[config.mk]
export PLATFORM = sky130hd
export DESIGN_NAME = port_pin_ctrl
export DESIGN_NICKNAME = d
export VERILOG_FILES = /design/src/verilog/port_pin_pkg.sv /design/src/verilog/pin_sync.sv /design/src/verilog/pin_event_detect.sv /design/src/verilog/port_pin_ctrl.sv
export VERILOG_INCLUDE_DIRS = /design/src /design/src/verilog
export SDC_FILE = /design/constraint.sdc
export NUM_CORES = 1
export LEC_CHECK = 0
export BUFFER_PORTS_ARGS = -buffer_cell sky130_fd_sc_hd__clkbuf_2
export CAP_MARGIN = 25
export CORE_ASPECT_RATIO = 0.7
export CORE_MARGIN = 8
export CORE_UTILIZATION = 50
export CTS_CLUSTER_SIZE = 14
export DETAILED_ROUTE_END_ITERATION = 8
export PLACE_DENSITY_LB_ADDON = 0.2
export SLEW_MARGIN = 20
export SYNTH_ARGS = -nofsm -noshare
export SYNTH_HDL_FRONTEND = slang
export SYNTH_HIERARCHICAL = 1
export SYNTH_SLANG_ARGS = --single-unit
[constraint.sdc]
create_clock -name ref_clk -period 1.3 [get_ports ref_clk]
set_input_delay 0 -clock ref_clk [delete_from_list [all_inputs] [get_ports ref_clk]]
set_output_delay 0 -clock ref_clk [all_outputs]
set_load 0.1 [all_outputs]
[src/verilog/port_pin_defines.svh]
// Register offsets, field positions and reset values of the pin-control port.
// Assumes a byte-wide register port with a 4-bit register address.
`ifndef PORT_PIN_DEFINES_SVH
`define PORT_PIN_DEFINES_SVH

`define REG_PORT_DATA 4'h0
`define REG_DIRECTION 4'h1
`define REG_PULL_ENABLE 4'h2
`define REG_SLEW_ENABLE 4'h3
`define REG_DRIVE_SELECT 4'h4
`define REG_STATUS_CONTROL 4'h5
`define REG_PIN_SELECT 4'h6
`define REG_POLARITY 4'h7
`define REG_IRQ_STATUS 4'h8
`define REG_IRQ_MASK 4'h9

`define SC_FLAG_BIT 3
`define SC_ACK_BIT 2
`define SC_IE_BIT 1
`define SC_MODE_BIT 0
`define IRQ_REQ_BIT 0

`define RESET_BYTE 8'h00
`define RESET_BIT 1'b0

`endif

[src/verilog/port_pin_pkg.sv]
// Types shared by the pin-control port.
// Assumes nothing beyond the defines header.
`default_nettype none

package port_pin_pkg;
    typedef logic [3:0] reg_addr_t;
    typedef logic [7:0] reg_byte_t;
    typedef enum logic {DETECT_EDGE, DETECT_EDGE_LEVEL} detect_mode_t;
endpackage

`default_nettype wire

[src/verilog/pin_sync.sv]
// Multi-stage synchroniser for a bank of input pins.
// Assumes pins change freely with respect to ref_clk.
`timescale 1ns/100ps
`default_nettype none

module pin_sync #(
    parameter int unsigned WIDTH = 8,
    parameter int unsigned STAGES = 2
) (
    input wire logic ref_clk,
    input wire logic resetn,
    input wire logic [WIDTH-1:0] raw,
    output logic [WIDTH-1:0] synced
);
    logic [WIDTH-1:0] stage [STAGES];

    if (STAGES < 2) begin : g_bad_stages
        $error("pin_sync needs at least two stages");
    end

    // Only the next stage, or the output for the last stage, ever looks at a stage
    always_ff @(posedge ref_clk) begin
        if (!resetn) begin
            for (int i = 0; i < STAGES; i++) begin
                stage[i] <= '0;
            end
        end else begin
            stage[0] <= raw;
            for (int i = 1; i < STAGES; i++) begin
                stage[i] <= stage[i-1];
            end
        end
    end

    assign synced = stage[STAGES-1];
endmodule

`default_nettype wire

[src/verilog/pin_event_detect.sv]
// Per-pin interrupt event detector: edges, optionally also levels.
// Assumes its pin levels are already synchronous to ref_clk.
`timescale 1ns/100ps
`default_nettype none

module pin_event_detect #(
    parameter int unsigned WIDTH = 8
) (
    input wire logic ref_clk,
    input wire logic resetn,
    input wire logic [WIDTH-1:0] level,
    input wire logic [WIDTH-1:0] select,
    input wire logic [WIDTH-1:0] polarity,
    input wire logic level_mode,
    output logic [WIDTH-1:0] events
);
    logic [WIDTH-1:0] prev;
    logic primed;

    // Polarity 0: falling edge or low level; polarity 1: rising or high
    function automatic logic hit(input logic was, input logic now, input logic pol,
                                 input logic lvl);
        logic edge_seen;
        edge_seen = (now == pol) && (was != pol);
        return edge_seen || (lvl && (now == pol));
    endfunction

    // No edge on the first cycle out of reset: prev is not yet real
    always_ff @(posedge ref_clk) begin
        if (!resetn) begin
            prev <= '0;
            primed <= 1'b0;
        end else begin
            prev <= level;
            primed <= 1'b1;
        end
    end

    always_comb begin
        events = '0;
        for (int i = 0; i < WIDTH; i++) begin
            events[i] = select[i] && primed && hit(prev[i], level[i], polarity[i], level_mode);
        end
    end
endmodule

`default_nettype wire

[src/verilog/port_pin_ctrl.sv]
// Top of one parallel port: registers, pin drive controls, pin interrupt.
// Assumes a single-cycle register port and pins sampled on ref_clk.
`timescale 1ns/100ps
`default_nettype none
`include "port_pin_defines.svh"

module port_pin_ctrl
    import port_pin_pkg::*;
#(
    parameter int unsigned PIN_COUNT = 8,
    parameter int unsigned SYNC_STAGES = 2
) (
    input wire logic ref_clk,
    input wire logic resetn,
    input wire reg_addr_t reg_addr,
    input wire reg_byte_t reg_wdata,
    input wire logic reg_wr,
    input wire logic reg_rd,
    output reg_byte_t reg_rdata,
    input wire logic [PIN_COUNT-1:0] pin_in,
    output logic [PIN_COUNT-1:0] pin_out,
    output logic [PIN_COUNT-1:0] pin_oe_n,
    output logic [PIN_COUNT-1:0] slew_limit,
    output logic [PIN_COUNT-1:0] drive_high,
    output logic [PIN_COUNT-1:0] pull_up_en,
    output logic [PIN_COUNT-1:0] pull_down_en,
    output logic port_irq_request,
    output logic irq
);
    ////////////////////////////////////////////////////////////////////////////////
    // Declarations

    localparam reg_byte_t RESET_BYTE = `RESET_BYTE;

    if (PIN_COUNT < 1 || PIN_COUNT > 8) begin : g_bad_width
        $error("port_pin_ctrl serves one to eight pins");
    end

    logic [PIN_COUNT-1:0] port_data;
    logic [PIN_COUNT-1:0] direction_bits;
    logic [PIN_COUNT-1:0] pull_enable_bits;
    logic [PIN_COUNT-1:0] slew_enable_bits;
    logic [PIN_COUNT-1:0] drive_strength_bits;
    logic [PIN_COUNT-1:0] irq_pin_select_bits;
    logic [PIN_COUNT-1:0] irq_polarity_bits;
    logic irq_flag;
    logic irq_enable_bit;
    detect_mode_t detect_mode_bit;
    logic irq_status;
    logic irq_mask;

    logic [PIN_COUNT-1:0] pin_synced;
    logic [PIN_COUNT-1:0] pin_events;
    logic any_event;
    logic irq_acknowledge;
    logic next_request;
    logic status_read;
    reg_byte_t next_rdata;

    // Zero-extends a pin vector to a register byte
    function automatic reg_byte_t widen(input logic [PIN_COUNT-1:0] v);
        reg_byte_t b;
        b = '0;
        b[PIN_COUNT-1:0] = v;
        return b;
    endfunction

    function automatic logic is_write(input reg_addr_t a, input reg_addr_t target,
                                      input logic wr);
        return wr && (a == target);
    endfunction

    ////////////////////////////////////////////////////////////////////////////////
    // Pin input path

    pin_sync #(
        .WIDTH(PIN_COUNT),
        .STAGES(SYNC_STAGES)
    ) u_sync (
        .ref_clk(ref_clk),
        .resetn(resetn),
        .raw(pin_in),
        .synced(pin_synced)
    );

    pin_event_detect #(
        .WIDTH(PIN_COUNT)
    ) u_detect (
        .ref_clk(ref_clk),
        .resetn(resetn),
        .level(pin_synced),
        .select(irq_pin_select_bits),
        .polarity(irq_polarity_bits),
        .level_mode(detect_mode_bit == DETECT_EDGE_LEVEL),
        .events(pin_events)
    );

    assign any_event = |pin_events;

    ////////////////////////////////////////////////////////////////////////////////
    // Control registers

    always_ff @(posedge ref_clk) begin
        if (!resetn) begin
            port_data <= '0;
            direction_bits <= '0;
            pull_enable_bits <= '0;
        end else begin
            if (is_write(reg_addr, `REG_PORT_DATA, reg_wr)) begin
                port_data <= reg_wdata[PIN_COUNT-1:0];
            end
            if (is_write(reg_addr, `REG_DIRECTION, reg_wr)) begin
                direction_bits <= reg_wdata[PIN_COUNT-1:0];
            end
            if (is_write(reg_addr, `REG_PULL_ENABLE, reg_wr)) begin
                pull_enable_bits <= reg_wdata[PIN_COUNT-1:0];
            end
        end
    end

    // Slew reset value is not trusted by software either way
    always_ff @(posedge ref_clk) begin
        if (!resetn) begin
            slew_enable_bits <= '0;
            drive_strength_bits <= '0;
        end else begin
            if (is_write(reg_addr, `REG_SLEW_ENABLE, reg_wr)) begin
                slew_enable_bits <= reg_wdata[PIN_COUNT-1:0];
            end
            if (is_write(reg_addr, `REG_DRIVE_SELECT, reg_wr)) begin
                drive_strength_bits <= reg_wdata[PIN_COUNT-1:0];
            end
        end
    end

    always_ff @(posedge ref_clk) begin
        if (!resetn) begin
            irq_pin_select_bits <= '0;
            irq_polarity_bits <= '0;
        end else begin
            if (is_write(reg_addr, `REG_PIN_SELECT, reg_wr)) begin
                irq_pin_select_bits <= reg_wdata[PIN_COUNT-1:0];
            end
            if (is_write(reg_addr, `REG_POLARITY, reg_wr)) begin
                irq_polarity_bits <= reg_wdata[PIN_COUNT-1:0];
            end
        end
    end

    // The flag bit position is not writable here
    always_ff @(posedge ref_clk) begin
        if (!resetn) begin
            irq_enable_bit <= `RESET_BIT;
            detect_mode_bit <= DETECT_EDGE;
        end else if (is_write(reg_addr, `REG_STATUS_CONTROL, reg_wr)) begin
            irq_enable_bit <= reg_wdata[`SC_IE_BIT];
            detect_mode_bit <= detect_mode_t'(reg_wdata[`SC_MODE_BIT]);
        end
    end

    ////////////////////////////////////////////////////////////////////////////////
    // Port interrupt flag and request

    assign irq_acknowledge = is_write(reg_addr, `REG_STATUS_CONTROL, reg_wr)
                             && reg_wdata[`SC_ACK_BIT];

    // A new event beats a simultaneous acknowledge; in level mode this
    // keeps the flag up for as long as an active level persists
    always_ff @(posedge ref_clk) begin
        if (!resetn) begin
            irq_flag <= `RESET_BIT;
        end else if (any_event) begin
            irq_flag <= 1'b1;
        end else if (irq_acknowledge) begin
            irq_flag <= 1'b0;
        end
    end

    assign next_request = irq_flag && irq_enable_bit;

    always_ff @(posedge ref_clk) begin
        if (!resetn) begin
            port_irq_request <= 1'b0;
        end else begin
            port_irq_request <= next_request;
        end
    end

    ////////////////////////////////////////////////////////////////////////////////
    // Sticky interrupt status, mask and line

    assign status_read = reg_rd && (reg_addr == `REG_IRQ_STATUS);

    always_ff @(posedge ref_clk) begin
        if (!resetn) begin
            irq_status <= `RESET_BIT;
        end else if (next_request && !port_irq_request) begin
            irq_status <= 1'b1;
        end else if (status_read) begin
            irq_status <= 1'b0;
        end
    end

    always_ff @(posedge ref_clk) begin
        if (!resetn) begin
            irq_mask <= `RESET_BIT;
        end else if (is_write(reg_addr, `REG_IRQ_MASK, reg_wr)) begin
            irq_mask <= reg_wdata[`IRQ_REQ_BIT];
        end
    end

    always_ff @(posedge ref_clk) begin
        if (!resetn) begin
            irq <= 1'b0;
        end else begin
            irq <= irq_status && irq_mask;
        end
    end

    ////////////////////////////////////////////////////////////////////////////////
    // Pin drive controls

    // Output-only settings are masked off on input pins so the pads
    // never see a stale slew or strength choice
    always_ff @(posedge ref_clk) begin
        if (!resetn) begin
            pin_out <= '0;
            pin_oe_n <= '1;
            slew_limit <= '0;
            drive_high <= '0;
        end else begin
            pin_out <= port_data & direction_bits;
            pin_oe_n <= ~direction_bits;
            slew_limit <= slew_enable_bits & direction_bits;
            drive_high <= drive_strength_bits & direction_bits;
        end
    end

    // Pulls act on inputs only; pull-down needs select and polarity both set
    always_ff @(posedge ref_clk) begin
        if (!resetn) begin
            pull_up_en <= '0;
            pull_down_en <= '0;
        end else begin
            pull_up_en <= pull_enable_bits & ~direction_bits
                          & ~(irq_pin_select_bits & irq_polarity_bits);
            pull_down_en <= pull_enable_bits & ~direction_bits
                            & irq_pin_select_bits & irq_polarity_bits;
        end
    end

    ////////////////////////////////////////////////////////////////////////////////
    // Register read path

    always_comb begin
        next_rdata = RESET_BYTE;
        case (reg_addr)
            `REG_PORT_DATA: begin
                next_rdata = widen((port_data & direction_bits) | (pin_synced & ~direction_bits));
            end
            `REG_DIRECTION: next_rdata = widen(direction_bits);
            `REG_PULL_ENABLE: next_rdata = widen(pull_enable_bits);
            `REG_SLEW_ENABLE: next_rdata = widen(slew_enable_bits);
            `REG_DRIVE_SELECT: next_rdata = widen(drive_strength_bits);
            `REG_STATUS_CONTROL: begin
                // Acknowledge position always reads zero
                next_rdata[`SC_FLAG_BIT] = irq_flag;
                next_rdata[`SC_IE_BIT] = irq_enable_bit;
                next_rdata[`SC_MODE_BIT] = detect_mode_bit;
            end
            `REG_PIN_SELECT: next_rdata = widen(irq_pin_select_bits);
            `REG_POLARITY: next_rdata = widen(irq_polarity_bits);
            `REG_IRQ_STATUS: next_rdata[`IRQ_REQ_BIT] = irq_status;
            `REG_IRQ_MASK: next_rdata[`IRQ_REQ_BIT] = irq_mask;
            default: next_rdata = RESET_BYTE;
        endcase
    end

    // Read data stand for exactly the cycle after the strobe
    always_ff @(posedge ref_clk) begin
        if (!resetn) begin
            reg_rdata <= RESET_BYTE;
        end else if (reg_rd) begin
            reg_rdata <= next_rdata;
        end else begin
            reg_rdata <= RESET_BYTE;
        end
    end
endmodule

`default_nettype wire

==> results.sh <==
export IMPL_status="finished with violations"
export IMPL_violations="negative setup slack"
export IMPL_area_growth_syn_to_layout_pct=30.53
export IMPL_postSynthCellCount=574
export IMPL_antenna_found_initial=0
export IMPL_use_met2=0.3402
export IMPL_synth_top_flop_cell="dfxtp_1"
export IMPL_ys_types=53
export IMPL_ir_worst_vdd_v=0.001085
export IMPL_synth_common_cells="dfxtp_1, nor2_1, nand2_1, mux2i_1, a21oi_1"
export IMPL_pin_count=82
export IMPL_cts_tree="done"
export IMPL_via_per_inst=5.381
export IMPL_cp_max_fo=2
export IMPL_root_buffer="clkbuf_16"
export IMPL_fin_util=0.6602
export IMPL_clk_latency_ps=410
export IMPL_crit_path_end_kind="flop"
export IMPL_num_fill_cells=901
export IMPL_tns_ps=-111.8
export IMPL_hold_class="in2reg"
export IMPL_cts_buffer_depth=2
export IMPL_crit_type="reg2reg"
export IMPL_worstRegToRegCells=4
export IMPL_gp_congestion=0.9115
export IMPL_drc=0
export IMPL_maxCapViolations=0
export IMPL_max_stage_delay_ps=340
export IMPL_grt_pass1_vias=4705
export IMPL_cp_num_buf_inv=0
export IMPL_crit_cells=4
export IMPL_rows=32
export IMPL_hpwl_um=11250
export IMPL_syn_avg_cell_area_um2=9.595
export IMPL_ys_seq_area_frac=0.5234
export IMPL_final_nets=729
export IMPL_yosysMostFrequentCell="dfxtp_1"
export IMPL_setup_slack_ps=-111.8
export IMPL_synth_edf_count=0
export IMPL_met3_usage=0.05181
export IMPL_design_area_um2=7189
export IMPL_fp_dieH_um=103.8
export IMPL_min_period_over_period=1.086
export IMPL_cts_clk_slew_worst_paths_ps=60
export IMPL_startpoint_type="flop"
export IMPL_hold_path_depth=3
export IMPL_core_area_um2=10890
export IMPL_min_period_ps=1412
export IMPL_drive_gt1_frac=0.2967
export IMPL_grt_use_met1=0.2768
export IMPL_setup_viol_count_final=1
export IMPL_synth_nets=598
export IMPL_crit_family="compound AO/OA/AOI/OAI gates"
export IMPL_power_per_cell_area_nw_per_um2=1425
export IMPL_htree_levels=4
export IMPL_asyncSetResetFlopFracSynth=0
export IMPL_post_place_ws_ps=-153.5
export IMPL_grt_max_degree=61
export IMPL_synth_area_um2=5508
export IMPL_rsz0062_at_grt="yes"
export IMPL_max_slew_worst_pin_slew_ps=554.4
export IMPL_hold_viol=0
export IMPL_antennaDiodeCount=0
export IMPL_synth_warnings=6
export IMPL_ys_seq_elements=144
export IMPL_arrival_ps=1690
export IMPL_initial_core_util=0.5057
export IMPL_wl_um=15650
export IMPL_die_area_um2=14680
export IMPL_dr_pass1_iters=6
export IMPL_detail_route_antenna_nets=0
export IMPL_drt_iter0_drc=412
export IMPL_slew_headroom=0.6320
export IMPL_grt_use_total=0.2144
export IMPL_crit_path_top_delay_cell="dfxtp_2"
export IMPL_synth_top_area_frac=0.5234
export IMPL_grt_busiest_layer="met2"
export IMPL_p_leak_nw=3.169
export IMPL_post_drt_wl_per_cell_um=17.97
export IMPL_grt_overflow=0
export IMPL_yosys_top_cells_area="dfxtp_1, mux2i_1, nor2_1"
export IMPL_numCtsBuffers=17
export IMPL_cts_sinks=144
export IMPL_worstPathCellList="mux2_4 > a32o_2 > nor4_2 > a211oi_2"
export IMPL_port_buffers=81
export IMPL_finalClockSkew_ps=7.895
export IMPL_die_w_um=141.4
export IMPL_slew_viol_final=0
export IMPL_fmax_mhz=708.3
export IMPL_vias=4687
export IMPL_yosysTopAreaCell="dfxtp_1"
export IMPL_cp_data_required_time_ps=1580
export IMPL_place_area_um2=6335
export IMPL_grt_pass1_wl_um=25080
==> routing by layer <==
metal,vias to the layer above,part of all wire
met4,0,0.015
met2,165,0.46
li1,2232,-
met5,-,0
met3,19,0.064
met1,2271,0.46
==> stage by stage <==
step	total power [W]	std cells	hold WS, ps
after floorplan	0.004928	574	27.72
after global placement	0.005145	822	219.7
after detailed placement	0.005156	822	225.5
after CTS	0.01032	871	10.24
after global routing	0.01056	871	23.01
final	0.01025	871	22.03
==> worst reg2reg max path: cells and delay by family, from the launching register on <==
family	cells	cell delay, ps
AND/OR/NAND/NOR	1	280
AO/OA/AOI/OAI	2	350
flip-flops	1	340
multiplexers	1	300
==> report_power, final <==
| group | switching, W | total [W] | internal (W) |
|---|---|---|---|
| combinational | 0.000346 | 0.000588 | 0.000242 |
| sequential | 0.0000539 | 0.00452 | 0.00447 |
| clock | 0.00186 | 0.00514 | 0.00328 |
| total | 0.00226 | 0.0102 | 0.00799 |
==> state kept, by name, summed over array words and instances (netlist names), 8 cells and up <==
name / count
direction_bits: 8
pull_enable_bits: 8
pull_up_en: 8
irq_polarity_bits: 8
slew_enable_bits: 8
drive_strength_bits: 8
slew_limit: 8
port_data: 8
u_detect/prev: 8
pull_down_en: 8
pin_oe_n: 8
irq_pin_select_bits: 8
pin_out: 8
reg_rdata: 8
drive_high: 8
u_sync/stage: 16
==> final cells by class <==
class	instances	area, um^2	share of cell area
clock inverter	12	181.4	0.02523
timing repair buffer	152	1031	0.1434
tap	153	191.4	0.02663
sequential	144	2898	0.4031
multi-input combinational	386	2426	0.3375
inverter	4	15.01	0.002088
clock buffer	20	446.7	0.06213
==> path summary, 6_finish.rpt <==
path	start	endpoint	slack [ps]
setup / recovery	direction_bits[0]$_SDFFE_PN0P_	reg_rdata[0]$_SDFF_PN0_	-110
hold / removal	reg_addr[3]	reg_rdata[6]$_SDFF_PN0_	20
setup reg to reg	direction_bits[0]$_SDFFE_PN0P_	reg_rdata[0]$_SDFF_PN0_	-110
hold reg to reg	u_sync/stage[0][3]$_SDFF_PN0_	u_sync/stage[0][11]$_SDFF_PN0_	430
==> logic make-up after synthesis <==
family / after synthesis / synth area share
compound gates: 93 / 0.1052
flops: 144 / 0.5234
simple gates: 235 / 0.2201
mux: 56 / 0.1040
buf+inv: 44 / 0.04407
xor+xnor: 2 / 0.003181
==> placed cells by master, fill, tap and decap left out, types with 14 or more instances in the layout <==
cell type	count
o21ai_0	20
dfxtp_1	136
dlygate4sd3_1	17
and3_1	27
and2_1	14
nand2_1	53
clkbuf_16	17
nand3_1	24
clkbuf_2	81
nor2_1	63
buf_4	50
a21oi_1	36
mux2i_1	46
==> timing repair <==
action / CTS / global route
hold buffers: 17 / 0
endpoints found under the hold margin: 49 / 0
pin swaps: 3 / 6
gates resized for setup: 5 / 12
setup buffers: 0 / 0
setup endpoints to repair: 2 / 3
Note: power is estimated with default switching activity, not from simulation.
